--- src/verilog/scc_unused_placeholder_removed.sv ---
// Intentionally empty design unit list: no further logic
`timescale 1ns/1ns

--- src/verilog/scc_pkg.sv ---
// Package: configuration register layout, frame layout and timing for the star coupler config block
package scc_pkg;

  // Frame layout on the 16-bit serial host word
  localparam int FRAME_W          = 16;
  localparam int DATA_W           = 12;
  localparam int ADDR_W           = 3;
  localparam int BRANCHES         = 4;

  // Register addresses (frame bits 15..13)
  localparam logic [2:0] ADDR_CONTROL   = 3'h0;
  localparam logic [2:0] ADDR_GENERAL   = 3'h2;
  localparam logic [2:0] ADDR_BRANCH1   = 3'h3;
  localparam logic [2:0] ADDR_BRANCH4   = 3'h6;
  localparam logic [2:0] ADDR_CONFIG    = 3'h7;

  // Configuration field positions
  localparam int POS_AUTO_CONFINE  = 11;
  localparam int POS_GLITCH_TIMER  = 10;
  localparam int POS_WAKE_HI       = 9;
  localparam int POS_WAKE_LO       = 6;
  localparam int POS_CC_IF         = 5;
  localparam int POS_CASCADE       = 4;
  localparam int POS_RESERVED      = 3;
  localparam int POS_CLAMP         = 2;
  localparam int POS_LATCH         = 1;
  localparam int POS_PARITY        = 0;

  // Field reset values
  localparam logic       RST_AUTO_CONFINE = 1'h0;
  localparam logic       RST_GLITCH_TIMER = 1'h1;
  localparam logic [3:0] RST_WAKE         = 4'hF;
  localparam logic       RST_CC_IF        = 1'h0;
  localparam logic       RST_CASCADE      = 1'h1;
  localparam logic       RST_CLAMP        = 1'h1;
  localparam logic       RST_LATCH        = 1'h0;

  // Glitch reject timeout and its cycle count at 100 MHz (least time, rounded up)
  localparam int CLK_PERIOD_NS         = 10;
  localparam int GLITCH_REJECT_TIMEOUT_NS = 2000;
  localparam int GLITCH_CYCLES =
    (GLITCH_REJECT_TIMEOUT_NS + CLK_PERIOD_NS - 1) / CLK_PERIOD_NS < 1 ? 1 :
    (GLITCH_REJECT_TIMEOUT_NS + CLK_PERIOD_NS - 1) / CLK_PERIOD_NS;
  localparam int GLITCH_CNT_W  = 9;
  localparam logic [GLITCH_CNT_W-1:0] GLITCH_LAST = GLITCH_CNT_W'(GLITCH_CYCLES - 1);

  // One serial frame as delivered by the shift engine
  typedef struct packed {
    logic [2:0]  addr;
    logic        read_only;
    logic [11:0] data;
  } scc_frame_type;

  // Writable configuration fields
  typedef struct packed {
    logic       autonomous_error_confine_en;
    logic       bus_failure_glitch_timer_en;
    logic [3:0] branch_wakeup_detect_en;     // [3] = branch 1 .. [0] = branch 4
    logic       comm_controller_if_en;
    logic       cascade_link_en;
    logic       clamp_monitor_en;
    logic       status_latch_en;
  } scc_cfg_type;

  localparam scc_cfg_type CFG_RESET = '{RST_AUTO_CONFINE, RST_GLITCH_TIMER, RST_WAKE,
                                        RST_CC_IF, RST_CASCADE, RST_CLAMP, RST_LATCH};

endpackage

--- src/verilog/scc_config_reg.sv ---
// Configuration register of the four-branch star coupler and the logic it steers
`timescale 1ns/1ns

module scc_config_reg (
  input  wire logic                       SYS_CLK,
  input  wire logic                       RST,
  input  wire logic                       FRAME_STROBE,
  input  wire scc_pkg::scc_frame_type     FRAME_WORD,
  output logic                            READ_VALID,
  output logic [15:0]                     READ_WORD,
  output scc_pkg::scc_cfg_type            CFG,
  input  wire logic [3:0]                 BRANCH_TX_FAULT_RAW,
  input  wire logic [3:0]                 BRANCH_WAKE_RAW,
  input  wire logic                       CC_TRANSMIT_ENABLE_IN_PIN,
  input  wire logic                       CLAMP_ON_TX_ENABLE_FLAG_RAW,
  input  wire logic                       CLAMP_CASCADE_RAW,
  input  wire logic [3:0]                 CLAMP_BRANCH_RAW,
  input  wire logic                       RXD_DATA,
  input  wire logic [11:0]                GEN_STATUS_LIVE,
  input  wire logic [47:0]                BRANCH_STATUS_LIVE,
  output logic [3:0]                      BRANCH_BUS_ERROR,
  output logic [3:0]                      BRANCH_SILENCE_REQ,
  output logic [3:0]                      BRANCH_WAKEUP,
  output logic                            CC_TX_ENABLE,
  output logic                            RXD_OUT,
  output logic                            RXD_OE,
  output logic                            CASCADE_LINK_ENABLE,
  output logic                            CLAMP_ON_TX_ENABLE_FLAG,
  output logic                            CLAMP_ON_CASCADE_FLAG,
  output logic [3:0]                      CLAMP_ON_BRANCH_FLAG,
  output logic                            CLAMP_ERROR_IRQ,
  output logic [11:0]                     GEN_STATUS_VIEW,
  output logic [47:0]                     BRANCH_STATUS_VIEW
);

  ////////////////////////////////////////////////////////////////////////////
  // Functions

  // Packs the configuration into the 12-bit readback with odd parity in bit 0
  function automatic logic [11:0] cfg_word(input scc_pkg::scc_cfg_type c);
    logic [11:0] w;
    w = 12'h000;
    w[scc_pkg::POS_AUTO_CONFINE]                    = c.autonomous_error_confine_en;
    w[scc_pkg::POS_GLITCH_TIMER]                    = c.bus_failure_glitch_timer_en;
    w[scc_pkg::POS_WAKE_HI:scc_pkg::POS_WAKE_LO]    = c.branch_wakeup_detect_en;
    w[scc_pkg::POS_CC_IF]                           = c.comm_controller_if_en;
    w[scc_pkg::POS_CASCADE]                         = c.cascade_link_en;
    w[scc_pkg::POS_RESERVED]                        = 1'h0;
    w[scc_pkg::POS_CLAMP]                           = c.clamp_monitor_en;
    w[scc_pkg::POS_LATCH]                           = c.status_latch_en;
    w[scc_pkg::POS_PARITY]                          = ~(^w[11:1]);
    return w;
  endfunction

  // Status view: held value while latching, live value otherwise
  function automatic logic [11:0] status_pick(input logic en, input logic [11:0] held,
                                              input logic [11:0] live);
    return en ? held : live;
  endfunction

  ////////////////////////////////////////////////////////////////////////////
  // Frame decode

  logic        cfg_hit;
  logic        cfg_write;
  logic        gen_read;
  logic [3:0]  branch_read;

  // Address and access decode of each frame
  always_comb begin
    cfg_hit   = FRAME_STROBE && (FRAME_WORD.addr == scc_pkg::ADDR_CONFIG);
    cfg_write = cfg_hit && !FRAME_WORD.read_only;
    gen_read  = FRAME_STROBE && (FRAME_WORD.addr == scc_pkg::ADDR_GENERAL);
    for (int b = 0; b < scc_pkg::BRANCHES; b++) begin
      branch_read[b] = FRAME_STROBE && (FRAME_WORD.addr == 3'(scc_pkg::ADDR_BRANCH1 + 3'(b)));
    end
  end

  ////////////////////////////////////////////////////////////////////////////
  // Configuration register

  scc_pkg::scc_cfg_type cfg;
  scc_pkg::scc_cfg_type next_cfg;
  logic [11:0]          cfg_now;

  // Write path; reserved and parity bits are not stored
  always_comb begin
    next_cfg = cfg;
    if (cfg_write) begin
      next_cfg.autonomous_error_confine_en = FRAME_WORD.data[scc_pkg::POS_AUTO_CONFINE];
      next_cfg.bus_failure_glitch_timer_en = FRAME_WORD.data[scc_pkg::POS_GLITCH_TIMER];
      next_cfg.branch_wakeup_detect_en     = FRAME_WORD.data[scc_pkg::POS_WAKE_HI:scc_pkg::POS_WAKE_LO];
      next_cfg.comm_controller_if_en       = FRAME_WORD.data[scc_pkg::POS_CC_IF];
      next_cfg.cascade_link_en             = FRAME_WORD.data[scc_pkg::POS_CASCADE];
      next_cfg.clamp_monitor_en            = FRAME_WORD.data[scc_pkg::POS_CLAMP];
      next_cfg.status_latch_en             = FRAME_WORD.data[scc_pkg::POS_LATCH];
    end
  end

  // Register with field defaults at reset
  always_ff @(posedge SYS_CLK) begin
    if (RST) begin
      cfg <= scc_pkg::CFG_RESET;
    end else begin
      cfg <= next_cfg;
    end
  end

  assign CFG = cfg;
  assign cfg_now = cfg_word(cfg);

  // Readback of the contents shifted out during the frame, before any write
  always_ff @(posedge SYS_CLK) begin
    if (RST) begin
      READ_VALID <= 1'h0;
      READ_WORD  <= 16'h0000;
    end else begin
      READ_VALID <= cfg_hit;
      if (cfg_hit) begin
        READ_WORD <= {scc_pkg::ADDR_CONFIG, FRAME_WORD.read_only, cfg_now};
      end
    end
  end

  ////////////////////////////////////////////////////////////////////////////
  // Pin synchronisers

  localparam int SYNC_W = 15;
  logic [SYNC_W-1:0] sync_a;
  logic [SYNC_W-1:0] sync_b;

  // Two flops on every pin-side input
  always_ff @(posedge SYS_CLK) begin
    if (RST) begin
      sync_a <= 15'h0000;
      sync_b <= 15'h0000;
    end else begin
      sync_a <= {BRANCH_TX_FAULT_RAW, BRANCH_WAKE_RAW, CC_TRANSMIT_ENABLE_IN_PIN, CLAMP_ON_TX_ENABLE_FLAG_RAW,
                 CLAMP_CASCADE_RAW, CLAMP_BRANCH_RAW};
      sync_b <= sync_a;
    end
  end

  logic [3:0] tx_fault_s;
  logic [3:0] wake_s;
  logic       cc_transmit_enable_in_s;
  logic       clamp_on_tx_enable_flag_s;
  logic       clamp_cascade_s;
  logic [3:0] clamp_branch_s;

  assign {tx_fault_s, wake_s, cc_transmit_enable_in_s, clamp_on_tx_enable_flag_s, clamp_cascade_s, clamp_branch_s} = sync_b;

  ////////////////////////////////////////////////////////////////////////////
  // Bus error glitch rejection and error confinement

  logic [scc_pkg::GLITCH_CNT_W-1:0] glitch_cnt [4];

  // Fault must persist the full timeout while the timer is on
  always_ff @(posedge SYS_CLK) begin
    if (RST) begin
      for (int b = 0; b < 4; b++) begin
        glitch_cnt[b] <= '0;
      end
      BRANCH_BUS_ERROR <= 4'h0;
    end else begin
      for (int b = 0; b < 4; b++) begin
        if (!tx_fault_s[b]) begin
          glitch_cnt[b]       <= '0;
          BRANCH_BUS_ERROR[b] <= 1'h0;
        end else if (!cfg.bus_failure_glitch_timer_en) begin
          BRANCH_BUS_ERROR[b] <= 1'h1;
        end else if (glitch_cnt[b] == scc_pkg::GLITCH_LAST) begin
          BRANCH_BUS_ERROR[b] <= 1'h1;
        end else begin
          glitch_cnt[b] <= glitch_cnt[b] + 1'b1;
        end
      end
    end
  end

  // Silence request to the branch state machines
  always_ff @(posedge SYS_CLK) begin
    if (RST) begin
      BRANCH_SILENCE_REQ <= 4'h0;
    end else begin
      BRANCH_SILENCE_REQ <= BRANCH_BUS_ERROR & {4{cfg.autonomous_error_confine_en}};
    end
  end

  ////////////////////////////////////////////////////////////////////////////
  // Wake-up, controller interface and cascade enables

  // Per-branch wake-up gating; bit 3 of the field is branch 1
  always_ff @(posedge SYS_CLK) begin
    if (RST) begin
      BRANCH_WAKEUP <= 4'h0;
    end else begin
      BRANCH_WAKEUP <= wake_s & cfg.branch_wakeup_detect_en;
    end
  end

  // Controller interface: transmit enable gated, receive driver off when disabled
  always_ff @(posedge SYS_CLK) begin
    if (RST) begin
      CC_TX_ENABLE <= 1'h0;
      RXD_OUT      <= 1'h1;
    end else begin
      CC_TX_ENABLE <= cc_transmit_enable_in_s & cfg.comm_controller_if_en;
      RXD_OUT      <= RXD_DATA;
    end
  end

  assign RXD_OE              = cfg.comm_controller_if_en;
  assign CASCADE_LINK_ENABLE = cfg.cascade_link_en;

  ////////////////////////////////////////////////////////////////////////////
  // Clamp monitoring

  // Clamp flags and interrupt level, all gated by the monitor enable
  always_ff @(posedge SYS_CLK) begin
    if (RST) begin
      CLAMP_ON_TX_ENABLE_FLAG <= 1'h0;
      CLAMP_ON_CASCADE_FLAG   <= 1'h0;
      CLAMP_ON_BRANCH_FLAG    <= 4'h0;
      CLAMP_ERROR_IRQ         <= 1'h0;
    end else begin
      CLAMP_ON_TX_ENABLE_FLAG <= clamp_on_tx_enable_flag_s & cfg.clamp_monitor_en;
      CLAMP_ON_CASCADE_FLAG   <= clamp_cascade_s & cfg.clamp_monitor_en & cfg.cascade_link_en;
      CLAMP_ON_BRANCH_FLAG    <= clamp_branch_s & {4{cfg.clamp_monitor_en}};
      CLAMP_ERROR_IRQ         <= cfg.clamp_monitor_en &&
                                 (clamp_on_tx_enable_flag_s || (clamp_cascade_s && cfg.cascade_link_en) ||
                                  (|clamp_branch_s));
    end
  end

  ////////////////////////////////////////////////////////////////////////////
  // Status bit latching

  logic [11:0] gen_held;
  logic [47:0] branch_held;

  // Held copies accumulate events; a read reloads the live value
  always_ff @(posedge SYS_CLK) begin
    if (RST) begin
      gen_held    <= 12'h000;
      branch_held <= 48'h000000000000;
    end else begin
      if (!cfg.status_latch_en || gen_read) begin
        gen_held <= GEN_STATUS_LIVE;
      end else begin
        gen_held <= gen_held | GEN_STATUS_LIVE;
      end
      for (int b = 0; b < 4; b++) begin
        if (!cfg.status_latch_en || branch_read[b]) begin
          branch_held[b*12 +: 12] <= BRANCH_STATUS_LIVE[b*12 +: 12];
        end else begin
          branch_held[b*12 +: 12] <= branch_held[b*12 +: 12] | BRANCH_STATUS_LIVE[b*12 +: 12];
        end
      end
    end
  end

  // Presented status: live when latching is off, held copy while latching
  always_comb begin
    GEN_STATUS_VIEW = status_pick(cfg.status_latch_en, gen_held, GEN_STATUS_LIVE);
    for (int b = 0; b < 4; b++) begin
      BRANCH_STATUS_VIEW[b*12 +: 12] = status_pick(cfg.status_latch_en, branch_held[b*12 +: 12],
                                                   BRANCH_STATUS_LIVE[b*12 +: 12]);
    end
  end
endmodule // scc_config_reg

--- config.mk ---
export PLATFORM = sky130hd
export DESIGN_NAME = scc_config_reg
export DESIGN_NICKNAME = d
export VERILOG_FILES = /design/src/verilog/scc_unused_placeholder_removed.sv /design/src/verilog/scc_pkg.sv /design/src/verilog/scc_config_reg.sv
export SDC_FILE = /design/constraint.sdc
export NUM_CORES = 1
export LEC_CHECK = 0
export BUFFER_PORTS_ARGS = -buffer_cell sky130_fd_sc_hd__buf_2
export CAP_MARGIN = 20
export CORE_ASPECT_RATIO = 0.9
export CORE_MARGIN = 4
export CORE_UTILIZATION = 45
export DETAILED_ROUTE_END_ITERATION = 8
export PLACE_DENSITY = 0.71
export SYNTH_ARGS = -nofsm -noshare
export SYNTH_HDL_FRONTEND = slang
export SYNTH_SLANG_ARGS = --single-unit
export TNS_END_PERCENT = 30
--- constraint.sdc ---
create_clock -name SYS_CLK -period 1.47 [get_ports SYS_CLK]
set_input_delay 0.147 -clock SYS_CLK [delete_from_list [all_inputs] [get_ports SYS_CLK]]
set_output_delay 0.147 -clock SYS_CLK [all_outputs]
set_load 0.03 [all_outputs]
[Word-level counts from Yosys, hierarchy flattened]
Memory sizes are Yosys's and may differ from the RTL's.
Cells that the tools add are included.
Widths: inputs -> output; s select.
Operators by class
  shifts and indexed selects: 0
  $add $sub $neg: 4
  muxes and demuxes: 60
  multipliers: 0
  reduce and logical (&&, ||, !) cells: 24
  eq/ne operators: 14
  bitwise logic cells: 25
  order comparisons: 0
  divide/modulo/power cells: 0
Operators by type and width (number)
  $mux 12: 10
  $mux 9: 8
  $or 12x12->12: 5
  $mux 1: 42
  $add 9x1->9 const B: 4
  $eq 9x8->1 const B: 4
  $and 4x4->4: 3
  $eq 3x3->1 const B: 4
  $reduce_xor 11->1: 1
  $logic_and 1x1->1: 9
  $ne 2x1->1 const B: 4
  $or 1x1->1: 8
  $reduce_or 2->1: 4
  $logic_or 1x1->1: 7
  $eq 3x2->1 const B: 2
  $not 1->1: 5
  $and 1x1->1: 4
  $reduce_or 4->1: 1
  $logic_not 1->1: 2
Storage, ports and cells
  bits of input ports: 95
  bits in read-only memories: 0
  output and inout port bits: 110
  register bits after elaboration: 135
  bits in writable memories: 36
  memories: 1
  word-level logic and storage cells: 153
  bits in latches: 0
Memory list
  glitch_cnt: depth 4, width 9, read ports 4, clocked after Yosys merged registers in 0, wr ports 4, RTL line scc_config_reg.sv:156  | logic [scc_pkg::GLITCH_CNT_W-1:0] glitch_cnt [4];

[Logic depth before layout (Yosys ltp)]
An unclocked memory read counts as a cell.
  depth in word-level cells: 8
  mapped depth: 5
  gate-level depth less buffers: 5

[Least setup slack after synthesis]
OpenSTA, ideal clock, no wires.
  kind: reg2reg
  start: memory glitch_cnt[1][0] (netlist name)
  end: memory glitch_cnt[1][0] (netlist name), enable pin
  cell stages (with the launch flop): 6
  arrival time: 1.220 ns
  slack: -0.084 ns
  setup time: 0.334 ns
  data required time: 1.136 ns
  buffers on the path: 0
  clock period less this slack: 1.554 ns
  cells stage by stage: edfxtp_1 ha_1 and4_1 nand2_1 nand2_1 nand2_1
RTL lines (RTL line)
  start, declared: scc_config_reg.sv:156

[Worst setup path after layout]
  start: register cfg, in the netlist CFG[0]
  end: output port BRANCH_STATUS_VIEW[9]
On the way
  cells in the longest elaborated chain, start to end: 1
RTL lines
  start, declared: RTL line scc_config_reg.sv:82  | scc_pkg::scc_cfg_type cfg;
  start signal, assigned: RTL line scc_config_reg.sv:103  | cfg <= scc_pkg::CFG_RESET;
  start signal, assigned: RTL line scc_config_reg.sv:105  | cfg <= next_cfg;
  $mux 12: RTL line scc_config_reg.sv:58  | return en ? held : live;
  end, declared: RTL line scc_config_reg.sv:33  | output logic [47:0] BRANCH_STATUS_VIEW
Every way passes these cells.

==> results.md <==
- Status: complete, but fails checks
- Failing checks: setup timing
- Largest net degree at the start of global routing: 48
- Crit path max fanout: 8
- Crit path DAT: 1630 ps
- Seq cells post-synth: 171
- Die Ht: 127 um
- Synth Area per Inst: between 10 and 15 sq um
- Number of max-cap violations: 0
- Worst r2r path cells: 7
- Die width: 140 um
- Crit path kind: flop to output port
- Cells after Synth: 700
- Syn_nets: 799
- Critical path capture point type: output port
- DRC: 0
- Synth warn: 0
- Final-report max-slew violation count: 0
- Most common cell after layout, fill and taps aside: buf_2
- Worst path required time: 1320 ps
- Post-layout util: between 70% and 80%
- Final period util: 121%
- Final setup viols: 85
- Top_reg_cell synth: dfxtp_1
- Mapped cell area: 7050 sq um
- Startpoint types: flop
- Rows: 43
- Finished Layout Cells: 1,246
- Cts bufs inserted: 17
- Initial DRC count: roughly 490
- PD cells: 994 nW/um^2
- Number of synthesized flops with an enable pin: 36
- Worst Tran Pin Value: 559 ps
- Netlist cell types: 41
- IO Pins: 205
- DPL Wire Length: about 12,000 um
- Worst-path clk slew: ~60 ps
- Fillcell total: 1,032
- Drt pass-1 iters: 5
- Clock latency on the worst-skew pair: 430 ps
- Worst VDD drop: 826 uV
- Gr ovfl total: 0
- Total track usage: 22.1%
- CTS root buffer: clkbuf_16
- Async S/R FF share, synth: 0%
- CTS Buffer Depth: 2
- Sink Count: 171
- Layout net count: 1,129
- Avg Vias per Cell: 5.34
- Crit path time final: 1780 ps
- Core footprint: 15,400 sq um
- Placer Congestion: 0.845
- Share of layout cells above drive strength 1: 38.7%
- Final worst setup slack: -312 ps
- Lkg Pwr: 4.83 nW
- Synth-to-Final Area Change: 57.7%
- Tightest Hold Check Type: primary input to flop
- Fin. Hold Viols: 0
- Antenna violations before repair: 0
- Commonest cells after routing, fill and taps aside: buf_2, dfxtp_1, nor2_1
- CTS tree: yes
- Hold Path Depth: 3
- First-pass GRT wire length: 31,700 um
- Initial core utilization: ~46%
- Fmax: 0.561 GHz
- Routed vias: ~6,700
- Die Area: 17,700 sq um
- Cells after DPL: 1,106
- H-tree Lvls: 4
- WL final: 24,000 um
- Worst Skew: 10.7 ps
- Fin Setup TNS: -16,880 ps
- Rel. slew slack: a little over three fifths
- Detail Route Antenna Nets: 0
- WL/cell: 19.3 um
- Register area share after synthesis: 53.7%
- RSZ-0062 raised after global routing: yes
- Number of global-route vias before repair: 6,396
- IO Port Bufs: 201
==> stage by stage <==
step	area [sq um]	setup WS, ps	power [mW]	hold WS (ps)
detailed placement	8480	-58.9	6.08	336
global placement	8480	-5.84	6.06	331
floorplan	7050	-83.2	5.72	251
finish	11100	-312	11.0	4.99
CTS	10400	-309	10.8	8.40
global route	11100	-334	11.4	4.83
==> timing repair <==
action,in CTS,in global routing
endpoints found under the hold margin,85,0
gates resized for setup,119,133
hold buffers,85,0
setup buffers,4,8
cloned,2,8
pin swaps,0,5
setup endpoints to repair,109,121
==> kinds of logic after synthesis <==
| group | after synthesis | synth area share (%) |
|---|---|---|
| multiplexers | 60 | 9.58 |
| AND/OR/NAND/NOR | 267 | 18.0 |
| buffers and inverters | 59 | 4.58 |
| AO/OA/AOI/OAI | 111 | 9.89 |
| adder cells (fa/ha/maj) | 4 | 0.710 |
| flip-flops | 171 | 53.7 |
| other | 1 | 0.0532 |
| XOR/XNOR | 27 | 3.55 |
==> report_power, final <==
group	switching, mW	total (mW)	internal [mW]
clock network	1.89	4.54	2.65
registers	0.0968	5.03	4.93
logic	0.752	1.48	0.732
==> cell usage after synthesis, types with 2 or more instances <==
library cell | count | share of area (%)
nand3_1 | 15 | 1.1
a31oi_1 | 64 | 5.7
nor2b_1 | 46 | 4.1
buf_1 | 8 | 0.43
o21a_1 | 4 | 0.43
buf_2 | 13 | 0.92
o21ai_0 | 7 | 0.50
nor4_1 | 5 | 0.44
edfxtp_1 | 36 | 15
and3b_1 | 2 | 0.25
clkbuf_1 | 11 | 0.59
and4_1 | 4 | 0.50
xor2_1 | 9 | 1.1
inv_1 | 8 | 0.43
dfxtp_1 | 135 | 38
and2_1 | 9 | 0.80
buf_4 | 16 | 1.7
nor2_1 | 107 | 5.7
ha_1 | 4 | 0.71
and3_1 | 4 | 0.35
nor3_1 | 4 | 0.28
a41oi_1 | 4 | 0.50
a21oi_1 | 23 | 1.6
a211o_1 | 7 | 0.87
xnor2_1 | 17 | 2.1
buf_6 | 2 | 0.32
mux2_2 | 60 | 9.6
nand2_1 | 63 | 3.4
==> critical path, cell delays in order, from the launching register on <==
cell and delay (ps):
dfxtp_4 380, buf_12 170, clkbuf_16 190, mux2_4 320
buf_6 140
==> routing by layer <==
layer	part of all wire (%)	global-route usage, %
met1	39	26.7
met2	50	38.3
met3	5.5	5.09
met4	5.6	9.00
met5	0	0
==> flip-flops by register name, indices dropped and copies added, names as in the netlist, 4 cells and up <==
signal	flops
READ_WORD	13
branch_held	48
BRANCH_SILENCE_REQ	4
sync_a	15
sync_b	15
BRANCH_BUS_ERROR	4
glitch_cnt	36
CFG	8
BRANCH_WAKEUP	4
gen_held	12
CLAMP_ON_BRANCH_FLAG	4
==> worst paths after layout <==
path	startpoint	end	slack (ps)
worst min register to register	sync_b[9]	BRANCH_WAKEUP[2]	430
worst max register to register	CFG[0]	branch_held[40]	-110
worst max-delay path	CFG[0]	BRANCH_STATUS_VIEW[9]	-310
worst min-delay path	BRANCH_STATUS_LIVE[19]	branch_held[19]	5
==> layout make-up <==
type                            instances  area, sq um  share of cell area, %
Timing Repair Buffer                  362         3130                   28.1
Clock buffer                           23          478                   4.30
Sequential cell                       171         3790                   34.1
Multi-Input combinational cell        470         3330                   29.9
Clock inverter                          9          111                   1.00
Inverter                                8         30.0                  0.270
Antenna cell                            1         2.50                 0.0225
Tap cell                              202          253                   2.27
No activity file was read; power rests on OpenSTA's default activity.
